==> config.mk <==
export PLATFORM = sky130hd
export DESIGN_NAME = pcg_press_guard
export DESIGN_NICKNAME = d
export VERILOG_FILES = /design/src/pcg_pkg.sv /design/src/pcg_setup_stage.sv /design/src/pcg_press_guard.sv
export VERILOG_INCLUDE_DIRS = /design/src
export SDC_FILE = /design/constraint.sdc
export NUM_CORES = 1
export LEC_CHECK = 0
export BUFFER_PORTS_ARGS = -buffer_cell sky130_fd_sc_hd__buf_2
export CORE_ASPECT_RATIO = 1.5
export CORE_MARGIN = 1
export CORE_UTILIZATION = 45
export CTS_CLUSTER_SIZE = 16
export DETAILED_ROUTE_END_ITERATION = 16
export HOLD_SLACK_MARGIN = 0.12
export PLACE_DENSITY_LB_ADDON = 0.12
export SLEW_MARGIN = 10
export SYNTH_ARGS = -nofsm -noshare
export SYNTH_HDL_FRONTEND = slang
export SYNTH_HIERARCHICAL = 1
export SYNTH_SLANG_ARGS = --single-unit
==> constraint.sdc <==
create_clock -name clock -period 3.4 [get_ports clock]
set_input_delay 0.34 -clock clock [delete_from_list [all_inputs] [get_ports clock]]
set_output_delay 0.34 -clock clock [all_outputs]
set_load 0.005 [all_outputs]
==> src/pcg_map.svh <==
// Offsets, field positions, reset values and timing counts of the press cycle guard
//
// Function
// - Overrun check only when overrun cam enabled
// - Pass: feedback rises after cycle end, or high
// - Failing check drops enable, raises overrun fault
// - Suppression holds enable low, stops all checks
// - Suppression never sets or clears faults
// - Error reset accepted while suppressed
// - Suppression fall reinitialises; enable returns high if no fault stands
// - Rearm policy: never, permit/motion, permit/cycle, always
// - Minimum rearm pulse selectable, two values
// - Motion rise starts, motion low stops
// - Motion stop needs rearm under that policy
// - Static permit low drops enable at once
// - Configured start permit gates enable rising
// - Start permit ignored once enable high
// - Guard on: cycle end rise drops enable
// - Cycle end high while top cam low
// - Guard off: motion rise raises enable if allowed
// - Rearm pulse between minimum and upper limit
// - Rearm pending high while awaiting rearm
`ifndef PCG_MAP_SVH
`define PCG_MAP_SVH

// ************************************************************
// Register map
// ************************************************************
`define PCG_ADDR_W       4
`define PCG_CTRL_OFS     4'h0
`define PCG_STAT_OFS     4'h4
`define PCG_CTRL_W       6
`define PCG_CTRL_RST     6'h01
`define PCG_F_OVR_EN     0
`define PCG_F_REARM_LO   1
`define PCG_F_REARM_HI   2
`define PCG_F_LONG       3
`define PCG_F_START_USE  4
`define PCG_F_GUARD      5
`define PCG_RESP_OKAY    2'h0
`define PCG_RESP_SLVERR  2'h2

// ************************************************************
// Timing
// ************************************************************
`define PCG_CLK_KHZ        20000
`define PCG_PULSE_SHORT_MS 100
`define PCG_PULSE_LONG_MS  350
`define PCG_PULSE_MAX_S    30

`endif

==> src/pcg_pkg.sv <==
// Types shared by the press cycle guard modules
package pcg_pkg;
    // Rearm policy of the setup stage
    typedef enum logic [1:0] {
        PCG_RE_NEVER,
        PCG_RE_PERMIT_MOTION,
        PCG_RE_PERMIT_CYCLE,
        PCG_RE_ALWAYS
    } pcg_rearm_type;

    // Overrun watch over one press cycle
    typedef enum logic [1:0] {
        PCG_OV_IDLE,
        PCG_OV_ARMED,
        PCG_OV_SEEN
    } pcg_ovr_type;
endpackage

==> src/pcg_setup_stage.sv <==
// Press setup stage: drive enable and rearm handling
`include "pcg_map.svh"
module pcg_setup_stage #(
    parameter int unsigned SHORT_CYCLES = 32'd2000000, // Short rearm pulse
    parameter int unsigned LONG_CYCLES  = 32'd7000000, // Long rearm pulse
    parameter int unsigned MAX_CYCLES   = 32'd600000000 // Longest pulse
) (
    input  logic                  clock,         // System clock
    input  logic                  reset_n,       // Async reset
    input  logic                  staticPermit,  // Static permit
    input  logic                  startPermit,   // Start permit
    input  logic                  motionRequest, // Motion request
    input  logic                  cycleEnd,      // Cycle-end flag
    input  logic                  rearmRequest,  // Rearm button
    input  pcg_pkg::pcg_rearm_type rearmPolicy,  // Rearm policy
    input  logic                  longPulse,     // Long minimum pulse
    input  logic                  startUsed,     // Start permit configured
    input  logic                  guardOn,       // One-cycle guard
    output logic                  enable,        // Drive enable
    output logic                  rearmPending   // Awaiting rearm
);
    import pcg_pkg::*;

    logic        prevMotion, prevCycle, prevRearm, prevStatic; // Last samples
    logic [31:0] pulseCount;                                   // Rearm high time
    logic        next_enable, next_pending;
    logic [31:0] next_count;
    logic        motionRise, motionFall, cycleRise, staticFall, rearmFall;
    logic        validRearm, stopEvent;
    logic        riseOk;                                       // Start allowed now

    // ************************************************************
    // Next state
    // ************************************************************
    always_comb begin
        motionRise = motionRequest & ~prevMotion;
        motionFall = ~motionRequest & prevMotion;
        cycleRise  = cycleEnd & ~prevCycle;
        staticFall = ~staticPermit & prevStatic;
        rearmFall  = ~rearmRequest & prevRearm;
        // Kept apart so the rise check below can look one cycle back
        riseOk     = ~rearmPending & motionRequest & (~startUsed | startPermit);
        // Count saturates just past the limit so overlong pulses stay invalid
        next_count = pulseCount;
        if (!rearmRequest) begin
            next_count = 32'h0;
        end else if (pulseCount <= MAX_CYCLES) begin
            next_count = pulseCount + 32'h1;
        end
        validRearm = rearmFall && pulseCount <= MAX_CYCLES
                     && pulseCount >= (longPulse ? LONG_CYCLES : SHORT_CYCLES);
        // Enable priority: static permit, guard, stop, then start
        next_enable = enable;
        if (!staticPermit) begin
            next_enable = 1'b0;
        end else if (guardOn && cycleRise) begin
            next_enable = 1'b0;
        end else if (!motionRequest) begin
            next_enable = 1'b0;
        end else if (!enable && motionRise && !rearmPending
                     && (!startUsed || startPermit)) begin
            next_enable = 1'b1;
        end
        stopEvent = 1'b0;
        unique case (rearmPolicy)
            PCG_RE_NEVER:         stopEvent = 1'b0;
            PCG_RE_PERMIT_MOTION: stopEvent = staticFall | motionFall;
            PCG_RE_PERMIT_CYCLE:  stopEvent = staticFall | cycleRise;
            PCG_RE_ALWAYS:        stopEvent = enable & ~next_enable;
        endcase
        // A stop in the same cycle as a valid rearm keeps the rearm pending
        next_pending = stopEvent | (rearmPending & ~validRearm);
    end

    // ************************************************************
    // Registers
    // ************************************************************
    always_ff @(posedge clock or negedge reset_n) begin
        if (!reset_n) begin
            enable       <= 1'b0;
            rearmPending <= 1'b0;
            pulseCount   <= 32'h0;
            prevMotion   <= 1'b0;
            prevCycle    <= 1'b0;
            prevRearm    <= 1'b0;
            prevStatic   <= 1'b0;
        end else begin
            enable       <= next_enable;
            rearmPending <= next_pending;
            pulseCount   <= next_count;
            prevMotion   <= motionRequest;
            prevCycle    <= cycleEnd;
            prevRearm    <= rearmRequest;
            prevStatic   <= staticPermit;
        end
    end
endmodule // pcg_setup_stage

==> src/pcg_press_guard.sv <==
// Press cycle guard: overrun monitor, suppression, setup stage, register slave
//
// Decided for this implementation: the register addresses and the AXI4-Lite slave port.
`include "pcg_map.svh"
module pcg_press_guard #(
    parameter int unsigned SHORT_CYCLES =
        `PCG_PULSE_SHORT_MS * `PCG_CLK_KHZ,          // Short rearm pulse
    parameter int unsigned LONG_CYCLES  =
        `PCG_PULSE_LONG_MS * `PCG_CLK_KHZ,           // Long rearm pulse
    parameter int unsigned MAX_CYCLES   =
        `PCG_PULSE_MAX_S * 1000 * `PCG_CLK_KHZ       // Longest rearm pulse
) (
    input  logic                   clock,           // 20 MHz clock
    input  logic                   reset_n,         // Async reset
    input  logic                   topCenterCam,    // Top cam pin
    input  logic                   overrunCam,      // Overrun cam pin
    input  logic                   driveRunning,    // Drive command feedback
    input  logic                   motionRequest,   // Motion request pin
    input  logic                   startPermit,     // Start permit pin
    input  logic                   rearmRequest,    // Rearm button pin
    input  logic                   monitorSuppress, // Suppression pin
    input  logic                   errorReset,      // Error reset pin
    output logic                   monitorEnable,   // Monitor enable
    output logic                   overrunFault,    // Overrun error
    output logic                   cycleEnd,        // Cycle-end flag
    output logic                   driveEnable,     // Setup stage enable
    output logic                   rearmPending,    // Rearm awaited
    input  logic [`PCG_ADDR_W-1:0] awaddr,          // Write address
    input  logic                   awvalid,         // Write address valid
    output logic                   awready,         // Write address ready
    input  logic [31:0]            wdata,           // Write data
    input  logic [3:0]             wstrb,           // Write strobes
    input  logic                   wvalid,          // Write data valid
    output logic                   wready,          // Write data ready
    output logic [1:0]             bresp,           // Write response
    output logic                   bvalid,          // Response valid
    input  logic                   bready,          // Response ready
    input  logic [`PCG_ADDR_W-1:0] araddr,          // Read address
    input  logic                   arvalid,         // Read address valid
    output logic                   arready,         // Read address ready
    output logic [31:0]            rdata,           // Read data
    output logic [1:0]             rresp,           // Read response
    output logic                   rvalid,          // Read data valid
    input  logic                   rready           // Read data ready
);
    import pcg_pkg::*;

    // ************************************************************
    // Pin synchronisers
    // ************************************************************
    localparam int NPIN = 8;
    localparam int P_TOP = 0;
    localparam int P_OVR = 1;
    localparam int P_DRV = 2;
    localparam int P_MOT = 3;
    localparam int P_STA = 4;
    localparam int P_REA = 5;
    localparam int P_SUP = 6;
    localparam int P_ERR = 7;

    logic [NPIN-1:0] pinRaw;   // Pins in one vector
    logic [NPIN-1:0] syncA;    // First stage, read only by sample
    logic [NPIN-1:0] sample;   // Sample of this cycle
    logic [NPIN-1:0] prevSamp; // Sample of the previous cycle

    assign pinRaw = {errorReset, monitorSuppress, rearmRequest, startPermit,
                     motionRequest, driveRunning, overrunCam, topCenterCam};

    // Two flops per pin, then one more for edge detection
    always_ff @(posedge clock or negedge reset_n) begin
        if (!reset_n) begin
            syncA    <= '0;
            sample   <= '0;
            prevSamp <= '0;
        end else begin
            syncA    <= pinRaw;
            sample   <= syncA;
            prevSamp <= sample;
        end
    end

    // ************************************************************
    // Control register and bus slave
    // ************************************************************
    logic [`PCG_CTRL_W-1:0] ctrl;              // Configuration bits
    logic                   awHave, wHave;     // Halves of a write held
    logic [`PCG_ADDR_W-1:0] awAddrHeld;        // Held write address
    logic [31:0]            wDataHeld;         // Held write data
    logic                   wStrbHeld;         // Held low byte strobe
    logic [`PCG_CTRL_W-1:0] next_ctrl;
    logic                   next_awHave, next_wHave, next_wStrb;
    logic [`PCG_ADDR_W-1:0] next_awAddr;
    logic [31:0]            next_wData, next_rdata, statWord;
    logic                   next_awready, next_wready, next_bvalid;
    logic                   next_arready, next_rvalid;
    logic [1:0]             next_bresp, next_rresp;
    logic                   doWrite, arTake;

    assign statWord = {26'h0, sample[P_SUP], rearmPending, driveEnable,
                       cycleEnd, overrunFault, monitorEnable};

    // Address and data may arrive in either order; one write at a time
    always_comb begin
        next_ctrl   = ctrl;
        next_awHave = awHave | (awvalid & awready);
        next_wHave  = wHave | (wvalid & wready);
        next_awAddr = (awvalid & awready) ? awaddr : awAddrHeld;
        next_wData  = (wvalid & wready) ? wdata : wDataHeld;
        next_wStrb  = (wvalid & wready) ? wstrb[0] : wStrbHeld;
        next_bvalid = bvalid & ~bready;
        next_bresp  = bresp;
        doWrite     = awHave & wHave & ~bvalid;
        if (doWrite) begin
            next_awHave = 1'b0;
            next_wHave  = 1'b0;
            next_bvalid = 1'b1;
            if (awAddrHeld == `PCG_CTRL_OFS) begin
                next_bresp = `PCG_RESP_OKAY;
                if (wStrbHeld) begin
                    next_ctrl = wDataHeld[`PCG_CTRL_W-1:0];
                end
            end else if (awAddrHeld == `PCG_STAT_OFS) begin
                next_bresp = `PCG_RESP_OKAY; // Status ignores writes
            end else begin
                next_bresp = `PCG_RESP_SLVERR; // Unmapped
            end
        end
        next_awready = ~next_awHave & ~next_bvalid & ~doWrite;
        next_wready  = ~next_wHave & ~next_bvalid & ~doWrite;
        // Read side answers one cycle after the address is taken
        arTake      = arvalid & arready;
        next_rvalid = rvalid ? ~rready : arTake;
        next_rdata  = rdata;
        next_rresp  = rresp;
        if (arTake) begin
            if (araddr == `PCG_CTRL_OFS) begin
                next_rdata = {26'h0, ctrl};
                next_rresp = `PCG_RESP_OKAY;
            end else if (araddr == `PCG_STAT_OFS) begin
                next_rdata = statWord;
                next_rresp = `PCG_RESP_OKAY;
            end else begin
                next_rdata = 32'h0;
                next_rresp = `PCG_RESP_SLVERR;
            end
        end
        next_arready = ~next_rvalid;
    end

    // Bus registers
    always_ff @(posedge clock or negedge reset_n) begin
        if (!reset_n) begin
            ctrl       <= `PCG_CTRL_RST;
            awHave     <= 1'b0;
            wHave      <= 1'b0;
            awAddrHeld <= '0;
            wDataHeld  <= 32'h0;
            wStrbHeld  <= 1'b0;
            awready    <= 1'b0;
            wready     <= 1'b0;
            bvalid     <= 1'b0;
            bresp      <= 2'h0;
            arready    <= 1'b0;
            rvalid     <= 1'b0;
            rdata      <= 32'h0;
            rresp      <= 2'h0;
        end else begin
            ctrl       <= next_ctrl;
            awHave     <= next_awHave;
            wHave      <= next_wHave;
            awAddrHeld <= next_awAddr;
            wDataHeld  <= next_wData;
            wStrbHeld  <= next_wStrb;
            awready    <= next_awready;
            wready     <= next_wready;
            bvalid     <= next_bvalid;
            bresp      <= next_bresp;
            arready    <= next_arready;
            rvalid     <= next_rvalid;
            rdata      <= next_rdata;
            rresp      <= next_rresp;
        end
    end

    // ************************************************************
    // Overrun monitor and suppression
    // ************************************************************
    pcg_ovr_type ovState, next_ovState;  // Watch over one cycle
    logic        next_monEnable, next_fault, next_cycleEnd;
    logic        topFall, ovFall, driveRise, suppressed, checking;
    logic        passNow, errRise;

    always_comb begin
        topFall    = prevSamp[P_TOP] & ~sample[P_TOP];
        ovFall     = prevSamp[P_OVR] & ~sample[P_OVR];
        driveRise  = sample[P_DRV] & ~prevSamp[P_DRV];
        errRise    = sample[P_ERR] & ~prevSamp[P_ERR];
        suppressed = sample[P_SUP];
        checking   = ctrl[`PCG_F_OVR_EN] & ~suppressed & ~overrunFault;
        // Feedback must mirror the drive command, so a high level counts
        passNow    = (ovState == PCG_OV_SEEN) | sample[P_DRV];
        next_cycleEnd = ~sample[P_TOP];
        next_ovState  = ovState;
        if (!checking) begin
            next_ovState = PCG_OV_IDLE;
        end else if (ovFall) begin
            next_ovState = PCG_OV_IDLE;
        end else begin
            unique case (ovState)
                PCG_OV_IDLE:  if (topFall) next_ovState = PCG_OV_ARMED;
                PCG_OV_ARMED: if (driveRise) next_ovState = PCG_OV_SEEN;
                PCG_OV_SEEN:  next_ovState = PCG_OV_SEEN;
                default:      next_ovState = PCG_OV_IDLE; // Unused code
            endcase
        end
        // Suppression alone never touches the fault
        next_fault = overrunFault;
        if (checking && ovFall && !passNow) begin
            next_fault = 1'b1;
        end else if (overrunFault && errRise) begin
            next_fault = 1'b0;
        end
        // Enable rises again once suppression drops and no fault stands
        next_monEnable = ~next_fault & ~suppressed;
    end

    // Monitor registers
    always_ff @(posedge clock or negedge reset_n) begin
        if (!reset_n) begin
            ovState       <= PCG_OV_IDLE;
            overrunFault  <= 1'b0;
            monitorEnable <= 1'b0;
            cycleEnd      <= 1'b0;
        end else begin
            ovState       <= next_ovState;
            overrunFault  <= next_fault;
            monitorEnable <= next_monEnable;
            cycleEnd      <= next_cycleEnd;
        end
    end

    // ************************************************************
    // Setup stage
    // ************************************************************
    // Monitor enable feeds the static permit, as a press line is wired
    pcg_setup_stage #(
        .SHORT_CYCLES (SHORT_CYCLES),
        .LONG_CYCLES  (LONG_CYCLES),
        .MAX_CYCLES   (MAX_CYCLES)
    ) setupStage (
        .clock         (clock),
        .reset_n       (reset_n),
        .staticPermit  (monitorEnable),
        .startPermit   (sample[P_STA]),
        .motionRequest (sample[P_MOT]),
        .cycleEnd      (cycleEnd),
        .rearmRequest  (sample[P_REA]),
        .rearmPolicy   (pcg_rearm_type'(ctrl[`PCG_F_REARM_HI:`PCG_F_REARM_LO])),
        .longPulse     (ctrl[`PCG_F_LONG]),
        .startUsed     (ctrl[`PCG_F_START_USE]),
        .guardOn       (ctrl[`PCG_F_GUARD]),
        .enable        (driveEnable),
        .rearmPending  (rearmPending)
    );
endmodule // pcg_press_guard

# ---- Word-level counts from Yosys, hierarchy flattened
# Index checks and enable logic that the tools add are counted.
dict set report word_totals {
  ff_bits 127
  latch_bits 0
  ramBits 0
  mem_bits_ro 0
  inputBits 59
  out_inout_bits 46
  wordCells 138
  memories 0
}
dict set report classes {
  addsub 1
  multipliers 0
  div 0
  magnitude_cmp 2
  eq_ne 10
  n_shift 0
  mux 25
  n_bitwise 52
  reduce_logical 20
}
# cell n
set ops {}
lappend ops {{two-way mux 32 bit} 2}
lappend ops {{adder 32 x 1 -> 32 bit (second input constant)} 1}
lappend ops {{greater-or-equal comparator 32 bit} 1}
lappend ops {{less-or-equal comparator 32 x 30 -> 1 bit (second input constant)} 1}
lappend ops {{AND 1 bit} 24}
lappend ops {{two-way mux 23 bit} 1}
lappend ops {{NOT 1 bit} 22}
lappend ops {{two-way mux 2 bit} 8}
lappend ops {{two-way mux 6 bit} 2}
lappend ops {{two-way mux 1 bit} 10}
lappend ops {{logical AND 1 bit} 9}
lappend ops {{equality test 4 x 3 -> 1 bit (second input constant)} 2}
lappend ops {{logical NOT 4 bit} 2}
lappend ops {{inequality test 4 bit (second input constant)} 2}
lappend ops {{equality test 2 bit (second input constant)} 3}
lappend ops {{bitwise OR 1 bit} 6}
lappend ops {{one-hot mux 2 bit (3 select lines)} 1}
lappend ops {{equality test 2 x 1 -> 1 bit (second input constant)} 2}
lappend ops {{logical NOT 1 bit} 4}
lappend ops {{logical NOT 2 bit} 2}
lappend ops {{one-hot mux 1 bit (4 select lines)} 1}
lappend ops {{AND reduction 3 bit} 1}
lappend ops {{inequality test 2 x 1 -> 1 bit (second input constant)} 1}
lappend ops {{AND reduction 2 bit} 1}
lappend ops {{logical OR 1 bit} 1}

# ---- Logic depth before layout (Yosys ltp)
dict set report depth {
  ltp_word 13
  mapped_depth 9
  ltp_nobuf 8
}

# ---- Cells and area by module
# The synthesis kept the hierarchy.
# mod n_inst cells_each area_per_inst_um2 seq_area_each_um2
set by_module_without_submodules {}
lappend by_module_without_submodules {pcg_press_guard 1 168 2297.2 1427.6}
lappend by_module_without_submodules {pcg_setup_stage 1 250 2290.9 950.9}

# ---- Worst setup path after synthesis
# Ideal clock, no wire load.
dict set report synth_timing {
  path_type {reg-to-reg}
  from {register setupStage.pulseCount[8]}
  to {register setupStage.pulseCount[8]}
  setup_ns 0.079
  arrival_ns 2.468
  t_required_ns 3.321
  setup_slack_ns 0.852
  stages_incl_launch_ff 8
  n_path_buf 1
  synth_period_minus_slack_ns 2.548
  path_cell_list {dfrtp_1 or4b_1 or4_1 or4_1 o21a_2 clkbuf_8 nor4_1 mux2i_1}
}
dict set report synth_via {
  elab_chain_len 3
  elab_cells_between_ends 5
  cone_classes {add/sub: 1; order compare: 1; eq/ne: 1; mux: 2}
}
# element line_no
set synth_rtl {}
lappend synth_rtl {{start: declaration} pcg_setup_stage.sv:25} ;# logic [31:0] pulseCount;
lappend synth_rtl {{start signal: assignment} pcg_setup_stage.sv:90} ;# pulseCount <= next_count;
lappend synth_rtl {{adder 32 x 1 -> 32 bit} pcg_setup_stage.sv:48} ;# next_count = pulseCount + 32'h1;
lappend synth_rtl {{two-way mux 32 bit} pcg_setup_stage.sv:47} ;# end else if (pulseCount <= MAX_CYCLES) begin
lappend synth_rtl {{two-way mux 32 bit} pcg_setup_stage.sv:45} ;# if (!rearmRequest) begin
# Several ways; a longest one is shown, not always the timed one. The select of a mux whose other input is x is not followed.
# A chain may end at the register's enable or synchronous reset.

# ---- Worst setup path after layout
dict set report layout_timing {
  from {register setupStage.pulseCount[8]}
  to {register setupStage.pulseCount[6]}
}
dict set report layout_via {
  elab_chain_len 2
}
# element line_no
set layout_rtl {}
lappend layout_rtl {{less-or-equal comparator 32 x 30 -> 1 bit} pcg_setup_stage.sv:47}
lappend layout_rtl {{inequality test 2 x 1 -> 1 bit (no line)} n/a}
# No other way between the ends.

==> results.ini <==
[yosys]
async_flop_share_pct = 100
synth_top_family_by_area = simple AND/OR/NAND/NOR gates
synth_most_common_cell = dfrtp_1
synth_fa_ha_area_share_pct = 4.91
synthTopCellsByArea = dfrtp_1 51%, ha_1 4.9%, buf_4 4.6%
yosys.area_share.simple_pct = 17.6
syn_area_mm2 = 0.00459
synth.mux.area_fraction_pct = 7.25
synth_ff_type = dfrtp_1
proportion_of_synthesized_chip_area_in_sequential_cells_pct = 51.8
ys_warn_count = 6
netlist_instances = 418
count_of_flip_flops_with_a_built_in_enable_after_synthesis = 0
synth_largest_area_cell = dfrtp_1
synthDominantCellAreaShare_pct = 51.3
post_synth.cell_area_avg_um2 = 11.0
synth-seq-cells = 95
netlist-cell-type-count = 55
synth-compound-area-share_pct = 8.97
xor_and_xnor_area_share_after_synthesis_pct = 2.10
netlist_top_cells_count = 94 x dfrtp_1, 28 x buf_4, 24 x nand2_1, 24 x nor2_1, 22 x nand3_1

[sta]
timing_max_transition_violations_final = 0
finClkSkew_ns = 0.00511
hold-worst-slack_ns = 0.204
rsz0062_at_grt = no
setup_violations = 0
tns_ns = 0
fmax_mhz = 343
period_share_pct = 85.8
timing_worst_slew_pin_value_ns = 0.782
slew_margin_rel_pct = 47.5
post-route-min-period_ns = 2.92
hold_viol = 0

[worst_setup_path]
crit_fanout = 33
crit_family = simple AND/OR/NAND/NOR gates
cp.buffers_inverters = 0
worst-endpoint-required_ns = 3.64
cp_slowest_cell = or4_1
worst_r2r_path_depth = 6
path_cells = or4b_1 -> or4_1 -> or4_1 -> o21a_2 -> or4_1 -> a21oi_1
criticalPathCategory = reg2reg
arrival_ns = 3.16
cpPeakStageDelay_ns = 0.57
cp-end-kind = flip-flop
regToRegSetupSlack_ns = 0.48
critical_path.reg2reg.endpoint = setupStage/pulseCount[6]
rr_startpoint = setupStage/pulseCount[8]
worstSetupStartpoint = setupStage/pulseCount[8]
cp_common_cell = or4_1
crit_path_start_kind = flip-flop

[pwr]
clock_power_share_pct = 36.8
cellInternalPower_uw = 2110
power_switching_share_pct = 25.8
switching_power_uw = 733
ir_worst_vdd_uv = 384
sequentialPowerShare_pct = 49.4
power_leakage_uw = 0.00234
power_density_mw_per_mm2 = 543
pwr-share-comb_pct = 13.8

[detailed_routing]
met3_length_um = 304
drt_wl_total_mm = 9.05
avgViaCountPerCell = 5.35
post_drt_wl_per_cell_um = 15.2
dr_wl_met2_mm = 4.80
num_vias = 3189
drt-pass1-iter-count = 10
highest_layer = met4
route.layer.met1.wl_mm = 3.79
dr.first_iter.drc_count = 174
route.antenna.remaining_nets = 0
drc_markers = 7

[place]
port-buffer-count = 47
gp_routability_congestion = 0.770
detailed_place_hpwl_mm = 6.50

[layout]
final_nets = 553
post_synthesis_to_final_layout_area_growth_pct = 13.9
antenna-diode-count = 0
final_core_utilization_pct = 53.3
final_layout_size_suffix_gt1_share_pct = 19.3

[clock_network]
cts_tree = built
clk_pin_slew_worst_paths_ns = 0.06
sinks_on_clock_net = 95
cts.htree.levels = 3
cts_made_buffers = 9
clockRootBuffer = clkbuf_16
post_cts_buffers = 0
clock_tree.buffer_depth = 2
clock_latency_ns = 0.34

[worst_hold_path]
min_to = rvalid
min_from = rready
min_path_cells = 2
hold_path.class = in2reg

[global_route]
first_global_vias = 3289
grt_overflow = 0
grt_antenna_before_repair = 0
groute.usage.overall_pct = 18.8
grt_max_degree = 46
grt_first_pass_wirelength_mm = 15.7

[die]
die_height_um = 126
boundaryPins = 105
dieArea_mm2 = 0.0106
die_width_um = 84.4
core_area_mm2 = 0.00980
placement_rows = 44
start_util_pct = 46.8

[flow_run]
cap_violations = 0

[outcome]
status = finished with violations
violations = design-rule violations

==> through the flow <==
stage	cell area (um^2)	power, uW	worst slack, ns	instances
floorplan	4690	1690	0.852	445
global placement	4820	1800	0.547	571
detailed placement	4820	1820	0.510	571
CTS	5230	2890	0.498	596
global route	5230	2990	0.369	596
finish	5230	2840	0.482	596
==> logic make-up (layout without fill, tap and decap cells) <==
group           Yosys count  after routing
compound gates           64             64
xor+xnor                 11             11
fa+ha+maj                18             18
buf+inv                  54             90
flops                    95             95
mux                      31             31
other cells               1             28
simple gates            144            144
==> layer usage <==
layer | up-vias | global-route usage, %
met4 | 0 | 6.78
met5 | - | 0
met3 | 12 | 4.59
met1 | 1565 | 22.1
li1 | 1554 | -
met2 | 58 | 33.2
==> state kept, by name, summed over array words and instances (netlist names), 2 cells and up <==
register / cells
wDataHeld: 6
ctrl: 6
rdata: 6
prevSamp: 4
sample: 8
ovState: 2
syncA: 8
awAddrHeld: 4
setupStage/pulseCount: 32
==> area by class of cell <==
type                            count  area (um^2)
Sequential cell                    95         2380
Clock inverter                      5         63.8
Fill cell                         890         4570
Inverter                           14         52.6
Timing Repair Buffer               60          358
Clock buffer                       11          253
Multi-Input combinational cell    296         1980
Tap cell                          115          144
==> worst reg2reg max path: cells and delay by family, from the launching register on <==
kind	cells	cell delay (ns)
compound gates	2	0.46
flops	1	0.43
simple gates	4	1.92
==> worst max path at each step <==
stage	cells past startpoint	endpoint
2_1_floorplan	7	setupStage/pulseCount[8]
3_3_place_gp	6	setupStage/pulseCount[6]
3_5_place_dp	6	setupStage/pulseCount[5]
4_1_cts	6	setupStage/pulseCount[5]
5_1_grt	6	setupStage/pulseCount[5]
6_report	6	setupStage/pulseCount[6]
==> cells in the final DEF, fill, tap and decap left out, types with 6 or more instances in the layout <==
cell type	count
a21oi_1	21
buf_2	46
clkbuf_16	9
conb_1	28
dfrtp_1	94
dlygate4sd3_1	9
ha_1	18
inv_1	13
mux2_2	18
mux2i_1	13
nand2_1	24
nand2b_1	9
nand3_1	22
nor2_1	24
nor3_1	9
nor4_1	6
o21ai_0	13
o31ai_1	10
or3_1	12
xnor2_1	11
==> power by group through the flow <==
| stage | Combinational [uW] | Clock (uW) | Sequential [uW] |
|---|---|---|---|
| 2_1_floorplan | 301 | 0 | 1390 |
| 3_3_place_gp | 375 | 0 | 1420 |
| 3_5_place_dp | 392 | 0 | 1430 |
| 4_1_cts | 402 | 1080 | 1410 |
| 5_1_grt | 443 | 1120 | 1430 |
| 6_report | 393 | 1040 | 1400 |
==> what timing repair did <==
action                    CTS  global route
hold buffers                9             0
gates resized for setup     0             0
hold endpoints to repair   51             0
Note: power is estimated with default switching activity, not from simulation.
